<file path="config.mk">
export PLATFORM = sky130hd
export DESIGN_NAME = fpu_status_exception_control
export DESIGN_NICKNAME = d
export VERILOG_FILES = /design/src/core/fpu_status_exception_control.v
export VERILOG_INCLUDE_DIRS = /design/src /design/src/pkg
export SDC_FILE = /design/constraint.sdc
export NUM_CORES = 1
export LEC_CHECK = 0
export BUFFER_PORTS_ARGS = -buffer_cell sky130_fd_sc_hd__buf_4
export CELL_PAD_IN_SITES_DETAIL_PLACEMENT = 1
export CELL_PAD_IN_SITES_GLOBAL_PLACEMENT = 1
export CORE_AREA = 2 2 197 199
export DETAILED_ROUTE_END_ITERATION = 8
export DIE_AREA = 0 0 199 201
export GPL_ROUTABILITY_DRIVEN = 0
export HOLD_SLACK_MARGIN = 0.08
export PLACE_DENSITY = 0.79
export REMOVE_ABC_BUFFERS = 1
export SLEW_MARGIN = 20
export SYNTH_ARGS = -nofsm -noshare
export SYNTH_HDL_FRONTEND = slang
export SYNTH_SLANG_ARGS = --single-unit
</file>
<file path="constraint.sdc">
create_clock -name CORE_CLK -period 2.1 [get_ports CORE_CLK]
set_input_delay 0.105 -clock CORE_CLK [delete_from_list [all_inputs] [get_ports CORE_CLK]]
set_output_delay 0.105 -clock CORE_CLK [all_outputs]
set_load 0.05 [all_outputs]
</file>
<file path="src/pkg/fpu_status_defs.vh">
/*
 * Constants for the numeric status, control and exception unit:
 * register offsets, field positions, reset values and encodings.
 * Assumes inclusion by bare name from design files.
 */
`ifndef FPU_STATUS_DEFS_VH
`define FPU_STATUS_DEFS_VH

// register byte offsets on the register bus
`define OFS_CTRL        12'h000
`define OFS_STATUS      12'h004
`define OFS_INSTR_PTR   12'h008
`define OFS_OPND_PTR    12'h00C
`define OFS_OPCODE      12'h010
`define OFS_MODE        12'h014
`define OFS_CMD         12'h018

// control word fields
`define CW_MASK_LO      0
`define CW_MASK_HI      5
`define CW_PREC_LO      8
`define CW_PREC_HI      9
`define CW_RND_LO       10
`define CW_RND_HI       11
`define CW_INF_BIT      12
`define CW_RESET        16'h03FF

// status word fields
`define SW_IE           0
`define SW_DE           1
`define SW_ZE           2
`define SW_OE           3
`define SW_UE           4
`define SW_PE           5
`define SW_ES           7
`define SW_C0           8
`define SW_C1           9
`define SW_C2           10
`define SW_C3           14

// condition-code operation selects
`define CC_NONE         3'h0
`define CC_COMPARE      3'h1
`define CC_REMAINDER    3'h2
`define CC_EXAMINE      3'h3

// compare outcomes
`define CMP_GT          2'h0
`define CMP_LT          2'h1
`define CMP_EQ          2'h2
`define CMP_UN          2'h3

// examine classes (cond_d,c,b,a without sign handled separately)
`define EXM_UNNORM      3'h0
`define EXM_BADZERO     3'h1
`define EXM_NORMAL      3'h2
`define EXM_INF         3'h3
`define EXM_ZERO        3'h4
`define EXM_EMPTY       3'h5
`define EXM_BADHIGH     3'h6

// environment transfer commands
`define ENV_NONE        2'h0
`define ENV_LOAD        2'h1
`define ENV_STORE       2'h2

`define DEFAULT_NAN     80'hFFFFC000000000000000
`define POS_INF         80'h7FFF8000000000000000
`define NEG_INF         80'hFFFF8000000000000000
`define EXP_MAX         15'h7FFF

`endif

</file>
<file path="src/core/fpu_status_exception_control.v">
/*
 * Status, control and exception logic of a numeric coprocessor:
 * pointer capture, condition codes, control-word decode, exception
 * detection with masked default results, sticky flags, error output.
 * Assumes an APB master on CORE_CLK and an execution unit that
 * presents one-cycle strobes with operand classes and results.
 */
// Implementation choices: the register offsets and the APB interface to the registers.
`timescale 1ns/1ps
`default_nettype none
`include "fpu_status_defs.vh"

module fpu_status_exception_control
(
    input  wire        CORE_CLK,
    input  wire        RSTN,
    // apb slave
    input  wire        PSEL,
    input  wire        PENABLE,
    input  wire        PWRITE,
    input  wire [11:0] PADDR,
    input  wire [31:0] PWDATA,
    output reg  [31:0] PRDATA,
    output wire        PREADY,
    output wire        PSLVERR,
    // instruction start from the bus interface unit
    input  wire        INSTR_START,
    input  wire [31:0] INSTR_ADDR,
    input  wire        OPND_VALID,
    input  wire [31:0] OPND_ADDR,
    input  wire [10:0] OPCODE,
    // condition-code update from the execution unit
    input  wire        CC_STROBE,
    input  wire [2:0]  CC_OP,
    input  wire [1:0]  CMP_RESULT,
    input  wire [2:0]  QUOTIENT,
    input  wire        REDUCE_DONE,
    input  wire [1:0]  DIVIDEND_RANGE,
    input  wire [2:0]  EXAM_CLASS,
    input  wire        EXAM_SIGN,
    // exception check from the execution unit
    input  wire        EXC_STROBE,
    input  wire        STACK_FAULT,
    input  wire        INDETERMINATE,
    input  wire        IS_DIVIDE,
    input  wire [79:0] OPND_A,
    input  wire [79:0] OPND_B,
    input  wire [79:0] RAW_RESULT,
    input  wire        RESULT_TOO_BIG,
    input  wire        RESULT_TOO_SMALL,
    input  wire        RESULT_ROUNDED,
    // decoded controls and results
    output wire [1:0]  PRECISION,
    output wire [1:0]  ROUNDING,
    output wire        AFFINE,
    output reg  [79:0] RESULT,
    output reg         RESULT_VALID,
    output reg         STALL,
    output wire        ERROR
);

    reg  [15:0] ctrl_r;
    reg  [5:0]  flags_r;
    reg  [3:0]  cond_r;
    reg  [31:0] iptr_r;
    reg  [31:0] optr_r;
    reg  [10:0] opcode_r;
    reg         prot_r;
    reg  [31:0] env_buf_r;

    wire        wr_en = PSEL & PENABLE & PWRITE;
    wire        rd_en = PSEL & ~PWRITE;
    wire        hit_ctrl = (PADDR == `OFS_CTRL);
    wire        hit_stat = (PADDR == `OFS_STATUS);
    wire        hit_iptr = (PADDR == `OFS_INSTR_PTR);
    wire        hit_optr = (PADDR == `OFS_OPND_PTR);
    wire        hit_opc  = (PADDR == `OFS_OPCODE);
    wire        hit_mode = (PADDR == `OFS_MODE);
    wire        hit_cmd  = (PADDR == `OFS_CMD);
    wire        mapped   = hit_ctrl | hit_stat | hit_iptr | hit_optr |
                           hit_opc | hit_mode | hit_cmd;

    assign PREADY  = 1'b1;
    assign PSLVERR = PSEL & PENABLE & ~mapped;

    assign PRECISION = ctrl_r[`CW_PREC_HI:`CW_PREC_LO];
    assign ROUNDING  = ctrl_r[`CW_RND_HI:`CW_RND_LO];
    assign AFFINE    = ctrl_r[`CW_INF_BIT];

    wire [5:0]  masks = ctrl_r[`CW_MASK_HI:`CW_MASK_LO];

    // operand classification: 80-bit extended layout
    wire [14:0] exp_a = OPND_A[78:64];
    wire [14:0] exp_b = OPND_B[78:64];
    wire        nan_a = (exp_a == `EXP_MAX) & (OPND_A[62:0] != 63'h0);
    wire        nan_b = (exp_b == `EXP_MAX) & (OPND_B[62:0] != 63'h0);
    wire        den_a = (exp_a == 15'h0000) & (OPND_A[63:0] != 64'h0);
    wire        den_b = (exp_b == 15'h0000) & (OPND_B[63:0] != 64'h0);
    wire        zero_b = (OPND_B[78:0] == 79'h0);
    wire        zero_a = (OPND_A[78:0] == 79'h0);
    wire        inf_a  = (exp_a == `EXP_MAX) & ~nan_a;

    wire        ev_inv = STACK_FAULT | INDETERMINATE | nan_a | nan_b;
    wire        ev_den = den_a | den_b;
    wire        ev_zdv = IS_DIVIDE & zero_b & ~zero_a & ~inf_a &
                         ~nan_a;
    wire        ev_ovf = RESULT_TOO_BIG;
    wire        ev_unf = RESULT_TOO_SMALL &
                         (RAW_RESULT[63:0] != 64'h0);
    wire        ev_inx = RESULT_ROUNDED;
    wire [5:0]  events = {ev_inx, ev_unf, ev_ovf, ev_zdv, ev_den, ev_inv};
    wire [5:0]  hits   = EXC_STROBE ? events : 6'h00;

    wire        res_sign = RAW_RESULT[79];
    wire [79:0] inf_val  = res_sign ? `NEG_INF : `POS_INF;

    // masked default responses, invalid first, then zero divide, overflow, underflow; with none of these masked the raw result passes
    always @*
    begin
        RESULT = RAW_RESULT;
        if (ev_inv & masks[`SW_IE])
        begin
            if (nan_a)
                RESULT = OPND_A;
            else if (nan_b)
                RESULT = OPND_B;
            else
                RESULT = `DEFAULT_NAN;
        end
        else if (ev_zdv & masks[`SW_ZE])
            RESULT = inf_val;
        else if (ev_ovf & masks[`SW_OE])
            RESULT = inf_val;
        else if (ev_unf & masks[`SW_UE])
        begin
            // gradual underflow: exponent pinned, fraction shifted
            RESULT = {res_sign, 15'h0000, 1'b0, RAW_RESULT[63:1]};
        end
    end

    // register fields driven by software writes
    wire        clr_flags = wr_en & hit_stat;
    wire [31:0] cmd_w     = (wr_en & hit_cmd) ? PWDATA : 32'h0;

    // sticky exception flags; set wins over a same-cycle clear
    always @(posedge CORE_CLK or negedge RSTN)
    begin
        if (!RSTN)
            flags_r <= 6'h00;
        else if (clr_flags)
            flags_r <= (flags_r & ~PWDATA[5:0]) | hits;
        else
            flags_r <= flags_r | hits;
    end

    wire        es = |(flags_r & ~masks);
    assign ERROR = es;

    always @(posedge CORE_CLK or negedge RSTN)
    begin
        if (!RSTN)
        begin
            RESULT_VALID <= 1'b0;
            STALL        <= 1'b0;
        end
        else
        begin
            RESULT_VALID <= EXC_STROBE;
            // unmasked exception holds the next instruction
            STALL        <= |(hits & ~masks);
        end
    end

    // condition codes, bit order {cond_d, cond_c, cond_b, cond_a}
    reg [3:0] cond_nxt;
    always @*
    begin
        cond_nxt = cond_r;
        if (CC_STROBE)
        begin
            case (CC_OP)
                `CC_COMPARE:
                begin
                    case (CMP_RESULT)
                        `CMP_GT: cond_nxt = {1'b0, 1'b0, cond_r[1], 1'b0};
                        `CMP_LT: cond_nxt = {1'b0, 1'b0, cond_r[1], 1'b1};
                        `CMP_EQ: cond_nxt = {1'b1, 1'b0, cond_r[1], 1'b0};
                        default: cond_nxt = {1'b1, 1'b1, cond_r[1], 1'b1};
                    endcase
                end
                `CC_REMAINDER:
                begin
                    if (!REDUCE_DONE)
                        cond_nxt = {cond_r[3], 1'b1, cond_r[1:0]};
                    else
                    begin
                        // d=Q1, c=0, b=Q0, a=Q2
                        cond_nxt = {QUOTIENT[1], 1'b0, QUOTIENT[0],
                                    QUOTIENT[2]};
                        if (DIVIDEND_RANGE == 2'h0)
                            cond_nxt = {cond_r[3], 1'b0, cond_r[1],
                                        QUOTIENT[0]};
                        else if (DIVIDEND_RANGE == 2'h1)
                            cond_nxt = {cond_r[3], 1'b0, QUOTIENT[0],
                                        QUOTIENT[2]};
                    end
                end
                `CC_EXAMINE:
                begin
                    case (EXAM_CLASS)
                        `EXM_UNNORM:  cond_nxt = {3'h0, 1'b0};
                        `EXM_BADZERO: cond_nxt = {3'h0, 1'b1};
                        `EXM_NORMAL:  cond_nxt = {3'h2, 1'b0};
                        `EXM_INF:     cond_nxt = {3'h2, 1'b1};
                        `EXM_ZERO:    cond_nxt = {3'h4, 1'b0};
                        `EXM_BADHIGH: cond_nxt = {3'h6, 1'b0};
                        default:      cond_nxt = {3'h4, 1'b1};
                    endcase
                    if (EXAM_CLASS != `EXM_EMPTY && EXAM_CLASS <= `EXM_BADHIGH)
                        cond_nxt[1] = EXAM_SIGN;
                end
                default: cond_nxt = cond_r;
            endcase
        end
    end

    always @(posedge CORE_CLK or negedge RSTN)
    begin
        if (!RSTN)
            cond_r <= 4'h0;
        else
            cond_r <= cond_nxt;
    end

    // pointer capture; INSTR_ADDR must be the first prefix byte
    wire [31:0] iaddr_fmt = prot_r ? INSTR_ADDR
                                   : {12'h000, INSTR_ADDR[19:0]};
    wire [31:0] oaddr_fmt = prot_r ? OPND_ADDR
                                   : {12'h000, OPND_ADDR[19:0]};
    always @(posedge CORE_CLK or negedge RSTN)
    begin
        if (!RSTN)
        begin
            iptr_r    <= 32'h0;
            optr_r    <= 32'h0;
            opcode_r  <= 11'h000;
            prot_r    <= 1'b0;
            ctrl_r    <= `CW_RESET;
            env_buf_r <= 32'h0;
        end
        else
        begin
            if (INSTR_START)
            begin
                iptr_r   <= iaddr_fmt;
                if (OPND_VALID)
                    optr_r <= oaddr_fmt;
                // opcode only kept in real mode
                opcode_r <= prot_r ? 11'h000 : OPCODE;
            end
            if (wr_en & hit_ctrl)
                ctrl_r <= PWDATA[15:0];
            if (wr_en & hit_mode)
                prot_r <= PWDATA[0];
            // environment load: software writes pointers back
            if (wr_en & hit_iptr)
                iptr_r <= prot_r ? PWDATA : {12'h000, PWDATA[19:0]};
            if (wr_en & hit_optr)
                optr_r <= prot_r ? PWDATA : {12'h000, PWDATA[19:0]};
            if (wr_en & hit_opc)
                opcode_r <= PWDATA[10:0];
            // store command snapshots the instruction pointer
            if (cmd_w[1:0] == `ENV_STORE)
                env_buf_r <= iptr_r;
        end
    end

    wire [15:0] status_w = {1'b0, cond_r[3], 3'h0, cond_r[2], cond_r[1],
                            cond_r[0], es, 1'b0, flags_r};

    always @*
    begin
        PRDATA = 32'h0;
        if (rd_en)
        begin
            if (hit_ctrl)
                PRDATA = {16'h0000, ctrl_r};
            else if (hit_stat)
                PRDATA = {16'h0000, status_w};
            else if (hit_iptr)
                PRDATA = iptr_r;
            else if (hit_optr)
                PRDATA = optr_r;
            else if (hit_opc)
                PRDATA = {21'h000000, opcode_r};
            else if (hit_mode)
                PRDATA = {31'h0, prot_r};
            else if (hit_cmd)
                PRDATA = env_buf_r;
        end
    end

endmodule // fpu_status_exception_control

`default_nettype wire

</file>
==> impl_metrics.ini <==
[grt]
grt_overflow = 0
track_usage_pct = 34.70
grt_max_degree = 65
grt_pass1_wl_um = 102000
antenna_found_initial = 9
grt_pass1_vias = 15790

[floorplanning]
die_h_um = 201
rows = 72
die-area_sq_mm = 0.04000
initial_core_util_pct = 25.22
die_w_um = 199
core_area_sq_mm = 0.03811
ios = 511

[clock_network]
clkLatencyLatePin_ns = 0.44
clk_path_buf_depth = 2
clk_pin_slew_ns = 0.06
cts_root_buf = clkbuf_16
cts_tree = yes
clock_sinks = 136
htree_levels = 4
cts_buffers = 17

[detailed_routing]
post_drt_wl_per_cell_um = 30.27
drt-initial-drc-count = 1185
finalWirelength_um = 75130
drcViolationCount = 0
ant_nets = 0
first_pass_iters = 5
vias = 14500
viasPerCell = 5.841

[power]
intPower_w = 0.005703
p_per_area_mw_per_mm2 = 426.1
pwr-share-seq_pct = 34.5
p_sw_share_pct = 33.15
vdd_drop_max_mv = 0.5562
pwr-share-comb_pct = 32.1
p_switching_w = 0.002827
p_leak_nw = 9.023
clockPowerShare_pct = 33.4

[timing]
slew_viol_final = 0
hold_ws_ns = 0.1449
finalSetupViolations = 117
finalHoldViolations = 0
setup-tns-final_ns = -68.35
fin_worst_skew_ns = 0.006257
tightest_slew_ns = 1.062
slew_headroom_pct = 29.23
fin_crit_sh_pct = 143.5
max_freq_mhz = 331.8
rsz0062_at_grt = yes
finalWorstSetupSlack_ns = -0.9137
fin_crit_ns = 3.014

[layout]
area.sequential_sq_mm = 0.003416
fillers = 4223
syn_to_final_growth_pct = 108.3
multi_input_comb_area_sq_mm = 0.007054
instances_no_fill = 2482
fin_util_pct = 52.54
layout-drive-gt1-share_pct = 56.47
fin_nets = 2331

[placement]
port_buffers = 509
pre_cts_slack_ns = -1.309
dpl.hpwl_um = 46300
dpl.cell_count = 2282

[outcome]
outcome = complete, but fails checks
violations = negative setup slack

[synth]
syn-cell-area_sq_mm = 0.009610
async_reset_ff_share_pct = 100.0
synth.distinct_cells = 57
ys.flop_type = dfrtp_1
syn_avg_cell_area_sq_um = 8.866
seq_area_frac_synth_pct = 35.54
synth_edf_count = 0
syn-instance-count = 1084
ys_ff_latch = 136
synth_warnings = 0

[worst_setup_path]
criticalPathCategory = in -> out
required_ns = 2.00
timing.rr.end = opcode_r[5]
cp-end-kind = primary output
cp-start-kind = primary input
ff2ff_setup_slack_ns = 0.25
r2r_start = prot_r
worstPathMaxFanout = 19
reg2reg_depth = 5
cp_data_arrival_time_ns = 2.91

[worst_hold_path]
hold_end = prot_r
hold_depth = 5
hold_class = in -> reg
hold_start = PADDR[4]

[job]
cap_violations = 0
-- registers in the layout, summed over array words and instances, names as in the netlist --
name	flops
env_buf_r	32
iptr_r	32
optr_r	32
ctrl_r	16
opcode_r	11
flags_r	6
cond_r	4
RESULT_VALID	1
STALL	1
prot_r	1
-- worst max-delay path, cell delays in order --
cell	delay (ns)
buf_8	0.10
nor4_4	0.51
buf_4	0.22
nand4_1	0.10
or4_4	0.59
a211oi_4	0.30
buf_12	0.20
buf_12	0.18
a22oi_2	0.17
o22ai_4	0.21
buf_8	0.19
-- cell families after synthesis --
group	Yosys count	synth area share [%]
simple gates	314	16.40
buf+inv	111	4.908
flops	136	35.54
compound gates	367	26.34
other cells	1	0.03902
mux	155	16.77
-- stage by stage --
stage / cell area, sq um / power, W
6_report: 20020 / 0.008530
4_1_cts: 18820 / 0.008261
2_1_floorplan: 9195 / 0.003639
3_3_place_gp: 15960 / 0.005040
5_1_grt: 20020 / 0.008764
3_5_place_dp: 15960 / 0.005103
-- layer usage --
layer | part of all wire [%] | vias up | global-route usage (%) | wire (um)
li1 | - | 5969 | - | -
met1 | 34 | 7190 | 36.37 | 25510
met2 | 49 | 984 | 59.67 | 36990
met3 | 8.7 | 353 | 10.42 | 6505
met4 | 8.1 | 2 | 23.21 | 6104
met5 | 0.020 | - | 0 | 15
-- power groups by stage --
stage                     Clock [W]  Sequential (W)  Combinational (W)
after floorplan                   0         0.00291           0.000733
after global placement            0         0.00293            0.00211
after detailed placement          0         0.00295            0.00216
after CTS                   0.00285         0.00290            0.00251
after global routing        0.00298         0.00296            0.00283
final                       0.00285         0.00295            0.00273
-- cell usage in the layout, fill, tap and decap left out, types with 15 or more instances in the layout --
cell	instances
nand4_1	28
a21oi_1	52
buf_4	659
o22ai_1	30
nor4_1	34
dfrtp_1	126
a21o_1	16
mux2_2	48
a22oi_1	61
nor2_2	15
dlygate4sd3_1	125
nor2_1	73
o21ai_0	26
buf_12	26
mux2i_1	105
buf_6	97
a211oi_2	17
o22ai_2	25
nand2_1	47
nand3_1	18
clkbuf_16	22
buf_8	17
a22oi_2	29
-- final cells by class --
class                           instances  share of cell area [%]
Tap cell                              518                   3.237
Sequential cell                       136                   17.06
Inverter                               15                  0.2937
Clock buffer                           22                   2.369
Antenna cell                            9                  0.1125
Multi-Input combinational cell        840                   35.24
Clock inverter                         10                  0.3625
Timing Repair Buffer                  932                   41.33
-- worst max-delay path by stage --
stage | startpoint | to | slack (ns) | cells after the start
6_report | OPND_A[55] | RESULT[31] | -0.91 | 11
5_1_grt | OPND_A[10] | RESULT[31] | -0.94 | 11
3_5_place_dp | OPND_A[10] | RESULT[53] | -1.31 | 10
3_3_place_gp | OPND_A[10] | RESULT[53] | -1.33 | 11
2_1_floorplan | OPND_A[24] | RESULT[0] | -2.12 | 6
4_1_cts | OPND_A[62] | RESULT[53] | -0.69 | 12
-- cells in the mapped netlist (4+ instances only) --
cell type | count | area share [%]
a211oi_1 | 20 | 1.6
a21o_1 | 16 | 1.2
a21oi_1 | 67 | 3.5
a222oi_1 | 10 | 1.0
a22o_1 | 5 | 0.46
a22oi_1 | 90 | 7.0
a311oi_1 | 10 | 0.91
a31oi_1 | 4 | 0.26
and3_1 | 4 | 0.26
buf_2 | 17 | 0.89
buf_4 | 7 | 0.55
clkbuf_1 | 69 | 2.7
dfrtp_1 | 126 | 33
dfstp_2 | 10 | 2.7
inv_1 | 13 | 0.51
mux2_2 | 48 | 5.6
mux2i_1 | 107 | 11
nand2_1 | 59 | 2.3
nand2b_1 | 7 | 0.46
nand3_1 | 23 | 1.2
nand4_1 | 28 | 1.8
nor2_1 | 94 | 3.7
nor2b_1 | 16 | 1.0
nor3_1 | 9 | 0.47
nor4_1 | 54 | 3.5
o21ai_0 | 42 | 2.2
o221a_2 | 7 | 0.82
o22ai_1 | 62 | 4.0
o2bb2ai_1 | 15 | 1.4
-- timing repair --
action / 4_1_cts / 5_1_grt
cloned: 4 / 7
pin swaps: 32 / 75
gates resized for setup: 183 / 216
setup buffers: 6 / 22
endpoints found under the hold margin: 161 / 0
hold buffers: 125 / 0
endpoints found under the setup margin: 115 / 122
Power figures use the tool's default switching activity.
